**src/logic/hlcs_pkg.sv**
```systemverilog
// shared constants and types of the host link control sequencer
// assumes one clock at 250 MHz and a synchronous, active-low reset
`default_nettype none

package hlcs_pkg;

   // ----------------------------------------------------------------
   // timing
   // ----------------------------------------------------------------
   localparam int CLK_PERIOD_NS   = 4;
   localparam int CMD_EXEC_NS     = 40;
   localparam int CMD_EXEC_CYCLES = (CMD_EXEC_NS + CLK_PERIOD_NS - 1) / CLK_PERIOD_NS;
   localparam logic [3:0] CMD_CNT_LAST = 4'(CMD_EXEC_CYCLES - 1);

   // ----------------------------------------------------------------
   // buffers
   // ----------------------------------------------------------------
   localparam logic [5:0] TX_DEPTH = 6'h21;
   localparam logic [5:0] RX_DEPTH = 6'h28;
   localparam logic [5:0] PTR_ZERO = 6'h00;

   // ----------------------------------------------------------------
   // control register bits and command codes
   // ----------------------------------------------------------------
   localparam int         CTRL_SOFT_RESET_BIT = 0;
   localparam int         CTRL_STANDBY_OFF_BIT = 1;
   localparam logic [7:0] CMD_TX_CLEAR        = 8'h10;
   localparam logic [7:0] CMD_SLAVE_TX        = 8'h0B;
   localparam logic [7:0] CMD_SLAVE_TX_CONT   = 8'h0C;
   localparam logic [7:0] CMD_MASTER_TX       = 8'h01;
   localparam logic [7:0] CMD_MASTER_TX_RESUME = 8'h02;
   localparam logic [7:0] CMD_MASTER_RX       = 8'h03;
   localparam logic [7:0] CMD_SLAVE_RX_ON     = 8'h04;
   localparam logic [7:0] CMD_SLAVE_RX_OFF    = 8'h05;

   // ----------------------------------------------------------------
   // return codes
   // ----------------------------------------------------------------
   localparam logic [3:0] RC_ERASED  = 4'hF;
   localparam logic [3:0] RC_REP_A   = 4'h1;
   localparam logic [3:0] RC_REP_B   = 4'h5;
   localparam logic [3:0] RC_REP_SLV = 4'h9;

   // ----------------------------------------------------------------
   // types
   // ----------------------------------------------------------------
   typedef enum logic [2:0] {
      ST_STANDBY = 3'h1,
      ST_IDLE    = 3'h2,
      ST_EXEC    = 3'h4
   } hlcs_state_t;

   typedef struct packed {
      logic cmd_exec;
      logic standby;
      logic master_req;
      logic slave_tx_req;
      logic slave_rx_en;
   } hlcs_flag_t;

   typedef struct packed {
      logic [3:0] master;
      logic [3:0] slave;
   } hlcs_rc_t;

   // codes that may repeat back to back
   function automatic logic hlcs_repeatable(input logic [3:0] code, input logic is_slave);
      hlcs_repeatable = (code == RC_REP_A) || (code == RC_REP_B) || (is_slave && code == RC_REP_SLV);
   endfunction

endpackage

`default_nettype wire

```
**src/logic/hlcs_rc_slot.sv**
```systemverilog
// one return-code slot: holds the code and a sticky new-code flag
// assumes core reset already merges pin and soft reset
`default_nettype none

module hlcs_rc_slot #(
   parameter bit IS_SLAVE = 1'b0
) (
   // clock, reset, enable
   input  wire logic       ref_clk_in,
   input  wire logic       rst_n_in,
   input  wire logic       ce_in,
   // event from the link
   input  wire logic       event_in,
   input  wire logic [3:0] code_in,
   // read acknowledge
   input  wire logic       ack_in,
   // held code and flag
   output logic      [3:0] code_out,
   output logic            new_out
);

   // ----------------------------------------------------------------
   // code store
   // ----------------------------------------------------------------
   always_ff @(posedge ref_clk_in) begin
      if (!rst_n_in) begin
         code_out <= hlcs_pkg::RC_ERASED;
      end else if (ce_in) begin
         if (event_in) begin
            code_out <= code_in;
         end else if (ack_in && new_out && hlcs_pkg::hlcs_repeatable(code_out, IS_SLAVE)) begin
            code_out <= hlcs_pkg::RC_ERASED; // see R9
         end
      end
   end

   // new flag stays until read; event wins over read
   always_ff @(posedge ref_clk_in) begin
      if (!rst_n_in) begin
         new_out <= 1'b0;
      end else if (ce_in) begin
         if (event_in) begin
            new_out <= 1'b1;
         end else if (ack_in) begin
            new_out <= 1'b0;
         end
      end
   end
endmodule

`default_nettype wire

```
**src/logic/hlcs_host_link_ctrl.sv**
```systemverilog
// host-facing control sequencer of the bus protocol controller
// assumes all inputs synchronous to ref_clk_in; link side is a plain strobe port
`default_nettype none

// How it works
// host reinitialises on start and crash
// reset by pin low or soft bit
// reset enters standby until host releases
// host waits command-executing low before commands
// host masks interrupt, reads flags, codes
// pending flags survive until serviced
// master code valid on change or idle
// slave code valid on change or idle
// repeated master codes erased to 1111
// repeated slave codes erased to 1111
// host rings reception events with pointers
// host flag init clears flags, pointers
// host services requests in fixed order
// commands set lock, buffers, comms, options
// master transmit, resume, receive supported
// receive buffer read only when nonempty
// command 00010000 clears transmit buffer
// slave transmit command needs loaded data
// host re-enables interrupt after updates
module hlcs_host_link_ctrl (
   // clock, reset, enable
   input  wire logic               ref_clk_in,
   input  wire logic               rst_n_in,
   input  wire logic               ce_in,
   // control register write
   input  wire logic               ctrl_wr_in,
   input  wire logic [7:0]         ctrl_data_in,
   // command register write
   input  wire logic               cmd_wr_in,
   input  wire logic [7:0]         cmd_code_in,
   // flags and status
   output hlcs_pkg::hlcs_flag_t    flags_out,
   output logic                    tx_full_out,
   output logic                    rx_empty_out,
   // transmit buffer
   input  wire logic               tx_wr_in,
   input  wire logic [7:0]         tx_byte_in,
   input  wire logic               tx_rd_in,
   output logic      [7:0]         tx_byte_out,
   // receive buffer
   input  wire logic               rx_wr_in,
   input  wire logic [7:0]         rx_byte_in,
   input  wire logic               rx_rd_in,
   output logic      [7:0]         rx_byte_out,
   // link completion events
   input  wire logic               master_done_in,
   input  wire logic [3:0]         master_code_in,
   input  wire logic               slave_done_in,
   input  wire logic [3:0]         slave_code_in,
   // return code register
   input  wire logic               rc_rd_in,
   output hlcs_pkg::hlcs_rc_t      rc_out,
   output logic      [1:0]         rc_new_out,
   output logic                    irq_out
);

   function automatic logic [5:0] next_ptr(input logic [5:0] p, input logic [5:0] depth);
      next_ptr = (p == 6'(depth - 6'h01)) ? hlcs_pkg::PTR_ZERO : 6'(p + 6'h01);
   endfunction

   hlcs_pkg::hlcs_state_t state_r;
   logic                  soft_rst_r;
   logic                  core_rst_n;
   logic [3:0]            cnt_r;
   logic [7:0]            cmd_r;
   logic                  done;
   logic                  master_req_r;
   logic                  slave_tx_req_r;
   logic                  slave_rx_en_r;
   logic [7:0]            tx_mem [0:32];
   logic [7:0]            rx_mem [0:39];
   logic [5:0]            tx_wp_r, tx_rp_r, tx_cnt_r;
   logic [5:0]            rx_wp_r, rx_rp_r, rx_cnt_r;
   logic                  tx_push, tx_pop, rx_push, rx_pop, tx_clear;
   logic [1:0]            slot_ev;
   logic [3:0]            slot_code [0:1];
   logic [3:0]            slot_out [0:1];

   localparam logic [5:0] PTR_ZERO_C = hlcs_pkg::PTR_ZERO;

   // ----------------------------------------------------------------
   // reset: pin or soft reset bit
   // ----------------------------------------------------------------
   always_ff @(posedge ref_clk_in) begin
      if (!rst_n_in) begin
         soft_rst_r <= 1'b0;
      end else if (ce_in) begin
         soft_rst_r <= ctrl_wr_in && ctrl_data_in[hlcs_pkg::CTRL_SOFT_RESET_BIT];
      end
   end

   assign core_rst_n = rst_n_in && !soft_rst_r;

   // ----------------------------------------------------------------
   // command sequencer
   // ----------------------------------------------------------------
   always_ff @(posedge ref_clk_in) begin
      if (!core_rst_n) begin
         state_r <= hlcs_pkg::ST_STANDBY;
         cnt_r   <= 4'h0;
         cmd_r   <= 8'h00;
      end else if (ce_in) begin
         case (state_r)
            hlcs_pkg::ST_STANDBY: begin
               if (ctrl_wr_in && ctrl_data_in[hlcs_pkg::CTRL_STANDBY_OFF_BIT]) begin
                  state_r <= hlcs_pkg::ST_IDLE;
               end
            end
            hlcs_pkg::ST_IDLE: begin
               if (cmd_wr_in) begin
                  state_r <= hlcs_pkg::ST_EXEC;
                  cmd_r   <= cmd_code_in;
                  cnt_r   <= hlcs_pkg::CMD_CNT_LAST;
               end
            end
            hlcs_pkg::ST_EXEC: begin
               // writes while busy are dropped
               if (cnt_r == 4'h0) begin
                  state_r <= hlcs_pkg::ST_IDLE;
               end else begin
                  cnt_r <= 4'(cnt_r - 4'h1);
               end
            end
            default: begin
               state_r <= hlcs_pkg::ST_STANDBY;
            end
         endcase
      end
   end

   assign done     = ce_in && state_r == hlcs_pkg::ST_EXEC && cnt_r == 4'h0;
   assign tx_clear = done && cmd_r == hlcs_pkg::CMD_TX_CLEAR;

   // ----------------------------------------------------------------
   // request bits; set wins over link completion
   // ----------------------------------------------------------------
   always_ff @(posedge ref_clk_in) begin
      if (!core_rst_n) begin
         master_req_r <= 1'b0;
      end else if (done && (cmd_r == hlcs_pkg::CMD_MASTER_TX || cmd_r == hlcs_pkg::CMD_MASTER_TX_RESUME
                            || cmd_r == hlcs_pkg::CMD_MASTER_RX)) begin
         master_req_r <= 1'b1;
      end else if (ce_in && master_done_in) begin
         master_req_r <= 1'b0;
      end
   end

   always_ff @(posedge ref_clk_in) begin
      if (!core_rst_n) begin
         slave_tx_req_r <= 1'b0;
      end else if (done && (cmd_r == hlcs_pkg::CMD_SLAVE_TX || cmd_r == hlcs_pkg::CMD_SLAVE_TX_CONT)
                   && tx_cnt_r != PTR_ZERO_C) begin
         slave_tx_req_r <= 1'b1;
      end else if (ce_in && slave_done_in) begin
         slave_tx_req_r <= 1'b0;
      end
   end

   always_ff @(posedge ref_clk_in) begin
      if (!core_rst_n) begin
         slave_rx_en_r <= 1'b0;
      end else if (done && cmd_r == hlcs_pkg::CMD_SLAVE_RX_ON) begin
         slave_rx_en_r <= 1'b1;
      end else if (done && cmd_r == hlcs_pkg::CMD_SLAVE_RX_OFF) begin
         slave_rx_en_r <= 1'b0;
      end
   end

   assign flags_out.cmd_exec     = state_r == hlcs_pkg::ST_EXEC;
   assign flags_out.standby      = state_r == hlcs_pkg::ST_STANDBY;
   assign flags_out.master_req   = master_req_r;
   assign flags_out.slave_tx_req = slave_tx_req_r;
   assign flags_out.slave_rx_en  = slave_rx_en_r;

   // ----------------------------------------------------------------
   // transmit buffer
   // ----------------------------------------------------------------
   assign tx_push     = ce_in && tx_wr_in && tx_cnt_r != hlcs_pkg::TX_DEPTH && !tx_clear;
   assign tx_pop      = ce_in && tx_rd_in && tx_cnt_r != PTR_ZERO_C && !tx_clear;
   assign tx_full_out = tx_cnt_r == hlcs_pkg::TX_DEPTH;

   always_ff @(posedge ref_clk_in) begin
      if (!core_rst_n || tx_clear) begin
         tx_wp_r  <= hlcs_pkg::PTR_ZERO;
         tx_rp_r  <= hlcs_pkg::PTR_ZERO;
         tx_cnt_r <= hlcs_pkg::PTR_ZERO;
      end else begin
         if (tx_push) begin
            tx_wp_r <= next_ptr(tx_wp_r, hlcs_pkg::TX_DEPTH);
         end
         if (tx_pop) begin
            tx_rp_r <= next_ptr(tx_rp_r, hlcs_pkg::TX_DEPTH);
         end
         if (tx_push != tx_pop) begin
            tx_cnt_r <= tx_push ? 6'(tx_cnt_r + 6'h01) : 6'(tx_cnt_r - 6'h01);
         end
      end
   end

   always_ff @(posedge ref_clk_in) begin
      if (tx_push) begin
         tx_mem[tx_wp_r] <= tx_byte_in;
      end
   end

   always_ff @(posedge ref_clk_in) begin
      if (!core_rst_n) begin
         tx_byte_out <= 8'h00;
      end else if (tx_pop) begin
         tx_byte_out <= tx_mem[tx_rp_r];
      end
   end

   // ----------------------------------------------------------------
   // receive buffer
   // ----------------------------------------------------------------
   assign rx_push      = ce_in && rx_wr_in && rx_cnt_r != hlcs_pkg::RX_DEPTH;
   assign rx_pop       = ce_in && rx_rd_in && rx_cnt_r != PTR_ZERO_C;
   assign rx_empty_out = rx_cnt_r == PTR_ZERO_C;

   always_ff @(posedge ref_clk_in) begin
      if (!core_rst_n) begin
         rx_wp_r  <= hlcs_pkg::PTR_ZERO;
         rx_rp_r  <= hlcs_pkg::PTR_ZERO;
         rx_cnt_r <= hlcs_pkg::PTR_ZERO;
      end else begin
         if (rx_push) begin
            rx_wp_r <= next_ptr(rx_wp_r, hlcs_pkg::RX_DEPTH);
         end
         if (rx_pop) begin
            rx_rp_r <= next_ptr(rx_rp_r, hlcs_pkg::RX_DEPTH);
         end
         if (rx_push != rx_pop) begin
            rx_cnt_r <= rx_push ? 6'(rx_cnt_r + 6'h01) : 6'(rx_cnt_r - 6'h01);
         end
      end
   end

   always_ff @(posedge ref_clk_in) begin
      if (rx_push) begin
         rx_mem[rx_wp_r] <= rx_byte_in;
      end
   end

   always_ff @(posedge ref_clk_in) begin
      if (!core_rst_n) begin
         rx_byte_out <= 8'h00;
      end else if (rx_pop) begin
         rx_byte_out <= rx_mem[rx_rp_r];
      end
   end

   // ----------------------------------------------------------------
   // return code slots: 0 master, 1 slave
   // ----------------------------------------------------------------
   assign slot_ev      = {slave_done_in, master_done_in};
   assign slot_code[0] = master_code_in;
   assign slot_code[1] = slave_code_in;

   generate
      for (genvar g = 0; g < 2; g++) begin : g_slot
         hlcs_rc_slot #(.IS_SLAVE(g == 1)) u_slot (
            .ref_clk_in (ref_clk_in),
            .rst_n_in   (core_rst_n),
            .ce_in      (ce_in),
            .event_in   (slot_ev[g]),
            .code_in    (slot_code[g]),
            .ack_in     (rc_rd_in),
            .code_out   (slot_out[g]),
            .new_out    (rc_new_out[g])
         );
      end
   endgenerate

   assign rc_out.master = slot_out[0];
   assign rc_out.slave  = slot_out[1];
   assign irq_out       = |rc_new_out;
endmodule

`default_nettype wire

```
**config.mk**
```make
export PLATFORM = sky130hd
export DESIGN_NAME = hlcs_host_link_ctrl
export DESIGN_NICKNAME = d
export VERILOG_FILES = /design/src/logic/hlcs_pkg.sv /design/src/logic/hlcs_rc_slot.sv /design/src/logic/hlcs_host_link_ctrl.sv
export SDC_FILE = /design/constraint.sdc
export NUM_CORES = 1
export LEC_CHECK = 0
export ABC_AREA = 1
export BUFFER_PORTS_ARGS = -buffer_cell sky130_fd_sc_hd__buf_4
export CAP_MARGIN = 20
export CORE_MARGIN = 2
export CORE_UTILIZATION = 42
export CTS_CLUSTER_DIAMETER = 150
export DETAILED_ROUTE_END_ITERATION = 16
export PLACE_DENSITY = 0.62
export SETUP_SLACK_MARGIN = 0.4
export SYNTH_ARGS = -nofsm -noshare
export SYNTH_HDL_FRONTEND = slang
export SYNTH_HIERARCHICAL = 1
export SYNTH_SLANG_ARGS = --single-unit
```
**constraint.sdc**
```tcl
create_clock -name ref_clk_in -period 2.35 [get_ports ref_clk_in]
set_input_delay 0.1175 -clock ref_clk_in [delete_from_list [all_inputs] [get_ports ref_clk_in]]
set_output_delay 0.1175 -clock ref_clk_in [all_outputs]
set_load 0.05 [all_outputs]
```
==> results_tabular.tex <==
\begin{tabular}{lr}
\hline
Metric & Value \\
\hline
\multicolumn{2}{l}{\textbf{Outcome}} \\
\quad Outcome & complete, no violations \\
\multicolumn{2}{l}{\textbf{Cells and area}} \\
\quad Top library cells by usage in the layout, fill and taps aside & sky130\_fd\_sc\_hd\_\_nand2\_1 (686), sky130\_fd\_sc\_hd\_\_edfxtp\_1 (584), sky130\_fd\_sc\_hd\_\_nor2\_1 (301) \\
\quad Most common cell after layout, fill and taps aside & sky130\_fd\_sc\_hd\_\_nand2\_1 \\
\quad Layout Area Growth over Synthesis & 21.5\% \\
\quad Share of cells above drive strength 1 & around 16\% \\
\quad Net count of the finished layout & between 2000 and 3000 \\
\quad Filler cell count in the final layout & 5732 \\
\quad Final cell utilization of the core & between 50\% and 60\% \\
\quad Number of standard cells in the layout, taps in and fillers out & around 3800 \\
\multicolumn{2}{l}{\textbf{Clock tree}} \\
\quad Max Buffers Root-to-Sink & 3 \\
\quad Total number of H-tree levels & 3 \\
\quad Number of buffers added by the clock tree synthesis step & roughly 70 \\
\quad Clock tree root buffer cell & sky130\_fd\_sc\_hd\_\_clkbuf\_16 \\
\quad CTS sink cnt & 665 \\
\quad Worst skew pair latency & between 600 and 700 ps \\
\quad Register clock-pin slew on the reported worst setup and hold paths & $\sim$60 ps \\
\quad Clock tree from TritonCTS & yes \\
\multicolumn{2}{l}{\textbf{Worst setup path}} \\
\quad Endpoint kind of the worst setup timing path & flop \\
\quad Startpoint Class & flop \\
\quad Arrival time reported for the critical path endpoint & approximately 2800 ps \\
\quad Critical path peak fanout & 5 \\
\quad CP cell instances & inv\_2 > ha\_4 > nand2\_4 > nor2\_4 > nand2\_2 > nor2\_4 > nand3\_4 > nand2\_8 > buf\_6 > ha\_4 > a21oi\_4 > o21ai\_2 > a21oi\_2 > nand3\_1 > nand2\_1 > nand3\_1 > nand2\_1 > nor2\_1 \\
\quad Critical path start-end classification & reg -> reg \\
\quad Master of the slowest instance on the critical path & sky130\_fd\_sc\_hd\_\_dfxtp\_2 \\
\quad CP required & between 2000 and 3000 ps \\
\quad Maximum cell stage delay along the critical path & 320 ps \\
\multicolumn{2}{l}{\textbf{Logic synthesis}} \\
\quad Gate Count Post-Synth & about 2600 \\
\quad Synth cell types & 48 \\
\quad Async S/R FF share, synth & 0\% \\
\quad Synth Area in Adders & 0.903\% \\
\quad Area fraction in and, or, nand and nor cells after synthesis & approximately 20\% \\
\quad Average cell area after synthesis & around 11 um\^{}2 \\
\quad Primary FF master, synth & sky130\_fd\_sc\_hd\_\_edfxtp\_1 \\
\quad Multiplexer area fraction after synthesis & 0\% \\
\quad Number of enable-type register cells in the synthesized netlist & $\sim$600 \\
\quad Seq/Total Area, Yosys & about two thirds \\
\quad Total nets after synthesis & about 2700 \\
\quad Netlist area before placement & between 20000 and 30000 um\^{}2 \\
\quad Xor/xnor share of the synthesized area & less than 1\% \\
\quad Largest family of logic cells by synthesized area & simple AND/OR/NAND/NOR gates \\
\quad Compound-cell area share of the yosys netlist & under 10\% \\
\quad Syn. warnings & 6 \\
\quad Flip-flop and latch count after synthesis & $\sim$670 \\
\multicolumn{2}{l}{\textbf{Pwr}} \\
\quad Maximum resistive drop on vdd & around 650 uV \\
\quad Pwr Density & 801 nW/um\^{}2 \\
\quad Total power & between 20 and 30 mW \\
\quad Leak Pwr & 12.8 nW \\
\multicolumn{2}{l}{\textbf{Floorplan}} \\
\quad Number of placed I/O pins & between 80 and 90 \\
\quad Area of the die & between 60000 and 70000 um\^{}2 \\
\quad Core area & about 66000 um\^{}2 \\
\quad Y dimension of the die & between 200 and 300 um \\
\quad Initial core utilization & 42.5\% \\
\quad Count of standard-cell rows & 94 \\
\quad Width of the chip & between 200 and 300 um \\
\multicolumn{2}{l}{\textbf{Routing}} \\
\quad Mean number of vias per cell & around 5.2 \\
\quad Post-Route WL & 70300 um \\
\quad Detailed-routing iteration count for the pre-antenna-repair pass & 6 \\
\quad Routed length per placed instance & 18.6 um \\
\quad Number of nets still failing antenna checks after routing & 0 \\
\quad First-iteration detailed-routing DRC count & 1954 \\
\quad \# DRC & 0 \\
\quad DR vias & 19700 \\
\multicolumn{2}{l}{\textbf{Global routing}} \\
\quad Largest net degree at the start of global routing & 79 \\
\quad Initial antenna violation count & 0 \\
\quad GRT Util Overall & 20.6\% \\
\quad Wire length of the first global-routing pass & approximately 110000 um \\
\quad Via count of the first global-routing pass & 19600 \\
\quad Global route overflow & 0 \\
\multicolumn{2}{l}{\textbf{Placed design}} \\
\quad Number of cells in the design after placement & $\sim$3600 \\
\quad I/O Buffers & between 70 and 80 \\
\quad Global placement routability congestion & approximately 0.97 \\
\quad Detailed placement HPWL & approximately 44000 um \\
\multicolumn{2}{l}{\textbf{STA}} \\
\quad RSZ-0062 raised after global routing & yes \\
\quad Measured slew at the worst slew-check pin & 952 ps \\
\quad Final period utilization & between 90\% and 100\% \\
\quad Final setup vio count & 0 \\
\quad Highest clock frequency the design can meet & 437 MHz \\
\quad Final Hold Vio Count & 0 \\
\quad Worst-case hold slack & $\sim$23 ps \\
\quad Post-route minimum period & 2290 ps \\
\quad Fin Clk Skew & about 25 ps \\
\quad Final slew viol count & 0 \\
\quad Worst slew margin & between 30 and 40\% \\
\multicolumn{2}{l}{\textbf{Worst hold path}} \\
\quad Worst min-delay path class & in -> reg \\
\multicolumn{2}{l}{\textbf{Job}} \\
\quad Max Cap Viol & 0 \\
\hline
\end{tabular}
-- per-stage QoR --
step	instance area [um^2]	setup WS (ps)	setup TNS [ps]
2_1_floorplan	28300	-158	-313
3_3_place_gp	30400	-22.9	-40.6
3_5_place_dp	30400	-92.1	-118
4_1_cts	33800	87.9	0
5_1_grt	34000	-72.3	-288
6_report	34000	61.1	0
-- sequential cells by signal, indices dropped and copies added, names as in the netlist, 2 cells and up --
register,cells
g_slot.u_slot/code_out,8
rx_mem,320
tx_mem,264
tx_wp_r,6
g_slot.u_slot/new_out,2
rx_cnt_r,6
rx_byte_out,8
cmd_r,8
tx_cnt_r,6
rx_wp_r,6
cnt_r,4
tx_rp_r,6
rx_rp_r,6
tx_byte_out,8
state_r,3
-- power breakdown --
part | total (mW) | internal [mW] | switching [mW]
sequential | 13.0 | 12.9 | 0.0993
clock | 11.4 | 6.93 | 4.52
combinational | 2.75 | 0.913 | 1.84
-- worst max-delay path, delay by kind of cell (launching register included) --
family	cells	cell delay, ps
adder cells (fa/ha/maj)	2	340
flip-flops	1	320
AO/OA/AOI/OAI	3	370
buffers and inverters	2	190
AND/OR/NAND/NOR	11	940
-- Yosys cell counts, types with 2 or more instances --
library cell / instances / share of area (%)
sky130_fd_sc_hd__nand4_1: 12 / 0.27
sky130_fd_sc_hd__nand2_1: 693 / 9.3
sky130_fd_sc_hd__or2_2: 9 / 0.20
sky130_fd_sc_hd__o21ai_1: 7 / 0.13
sky130_fd_sc_hd__o31ai_1: 2 / 0.054
sky130_fd_sc_hd__buf_1: 7 / 0.094
sky130_fd_sc_hd__ha_1: 17 / 0.76
sky130_fd_sc_hd__xnor2_1: 4 / 0.13
sky130_fd_sc_hd__inv_2: 11 / 0.15
sky130_fd_sc_hd__nand2_4: 5 / 0.20
sky130_fd_sc_hd__nand2_2: 7 / 0.16
sky130_fd_sc_hd__nor3b_2: 2 / 0.089
sky130_fd_sc_hd__dfxtp_1: 81 / 5.8
sky130_fd_sc_hd__nand3_1: 217 / 3.9
sky130_fd_sc_hd__o21ai_0: 182 / 3.3
sky130_fd_sc_hd__a21oi_1: 88 / 1.6
sky130_fd_sc_hd__nor2_4: 4 / 0.16
sky130_fd_sc_hd__nor2_1: 339 / 4.5
sky130_fd_sc_hd__nand3b_1: 2 / 0.054
sky130_fd_sc_hd__fa_1: 2 / 0.14
sky130_fd_sc_hd__inv_1: 139 / 1.9
sky130_fd_sc_hd__clkbuf_2: 2 / 0.036
sky130_fd_sc_hd__clkinv_1: 5 / 0.067
sky130_fd_sc_hd__o22ai_1: 16 / 0.36
sky130_fd_sc_hd__buf_4: 10 / 0.27
sky130_fd_sc_hd__buf_6: 2 / 0.080
sky130_fd_sc_hd__xor2_1: 4 / 0.13
sky130_fd_sc_hd__nor2_2: 2 / 0.045
sky130_fd_sc_hd__o21ai_2: 2 / 0.063
sky130_fd_sc_hd__a21boi_0: 11 / 0.30
sky130_fd_sc_hd__nand3_4: 2 / 0.13
sky130_fd_sc_hd__o211ai_1: 23 / 0.62
sky130_fd_sc_hd__o211a_1: 2 / 0.072
sky130_fd_sc_hd__or2_1: 5 / 0.11
sky130_fd_sc_hd__buf_2: 52 / 0.93
sky130_fd_sc_hd__nor4_1: 2 / 0.045
sky130_fd_sc_hd__nor3_1: 17 / 0.30
sky130_fd_sc_hd__a31oi_1: 6 / 0.13
sky130_fd_sc_hd__edfxtp_1: 584 / 63
sky130_fd_sc_hd__clkbuf_1: 48 / 0.64
-- final timing paths --
check	startpoint	endpoint	slack, ps	cells past startpoint
setup reg to reg	cnt_r[0]	tx_cnt_r[5]	60	18
hold / removal	rx_byte_in[6]	rx_mem[6][6]	20	1
setup / recovery	cnt_r[0]	tx_cnt_r[5]	60	18
hold reg to reg	cmd_r[5]	cmd_r[5]	460	2
-- layer usage --
| metal | vias up | track usage, % | part of all wire, % | wire length [um] |
|---|---|---|---|---|
| li1 | 9498 | - | - | - |
| met1 | 9506 | 26.6 | 42 | 29400 |
| met4 | 0 | 6.83 | 3.1 | 2170 |
| met2 | 601 | 35.6 | 50 | 35100 |
| met3 | 142 | 2.98 | 5.1 | 3610 |
| met5 | - | 0 | 0 | 0 |
-- layout make-up --
class	instances	area, um^2	share of cell area [%]
Sequential cell	665	19200	56.4
Inverter	156	602	1.77
Clock inverter	44	489	1.44
Multi-Input combinational cell	1693	8230	24.2
Tap cell	864	1080	3.18
Antenna cell	1	2.50	0.00736
Clock buffer	86	1920	5.63
Timing Repair Buffer	279	2490	7.34
-- kinds of logic after synthesis --
logic type / Yosys count
AOI/OAI and AO/OA: 343
DFF: 665
adders and majority gates: 19
buffers and inverters: 277
xor gates and xnor gates: 8
and+or+nand+nor: 1321
-- what timing repair did --
| item | CTS | global route |
|---|---|---|
| setup buffers | 22 | 7 |
| endpoints found under the setup margin | 538 | 538 |
| resized for setup | 67 | 22 |
| pin swaps | 25 | 23 |
| gates cloned | 2 | 0 |
| endpoints found under the hold margin | 201 | 0 |
| hold buffers | 51 | 0 |
Power figures use the tool's default switching activity.
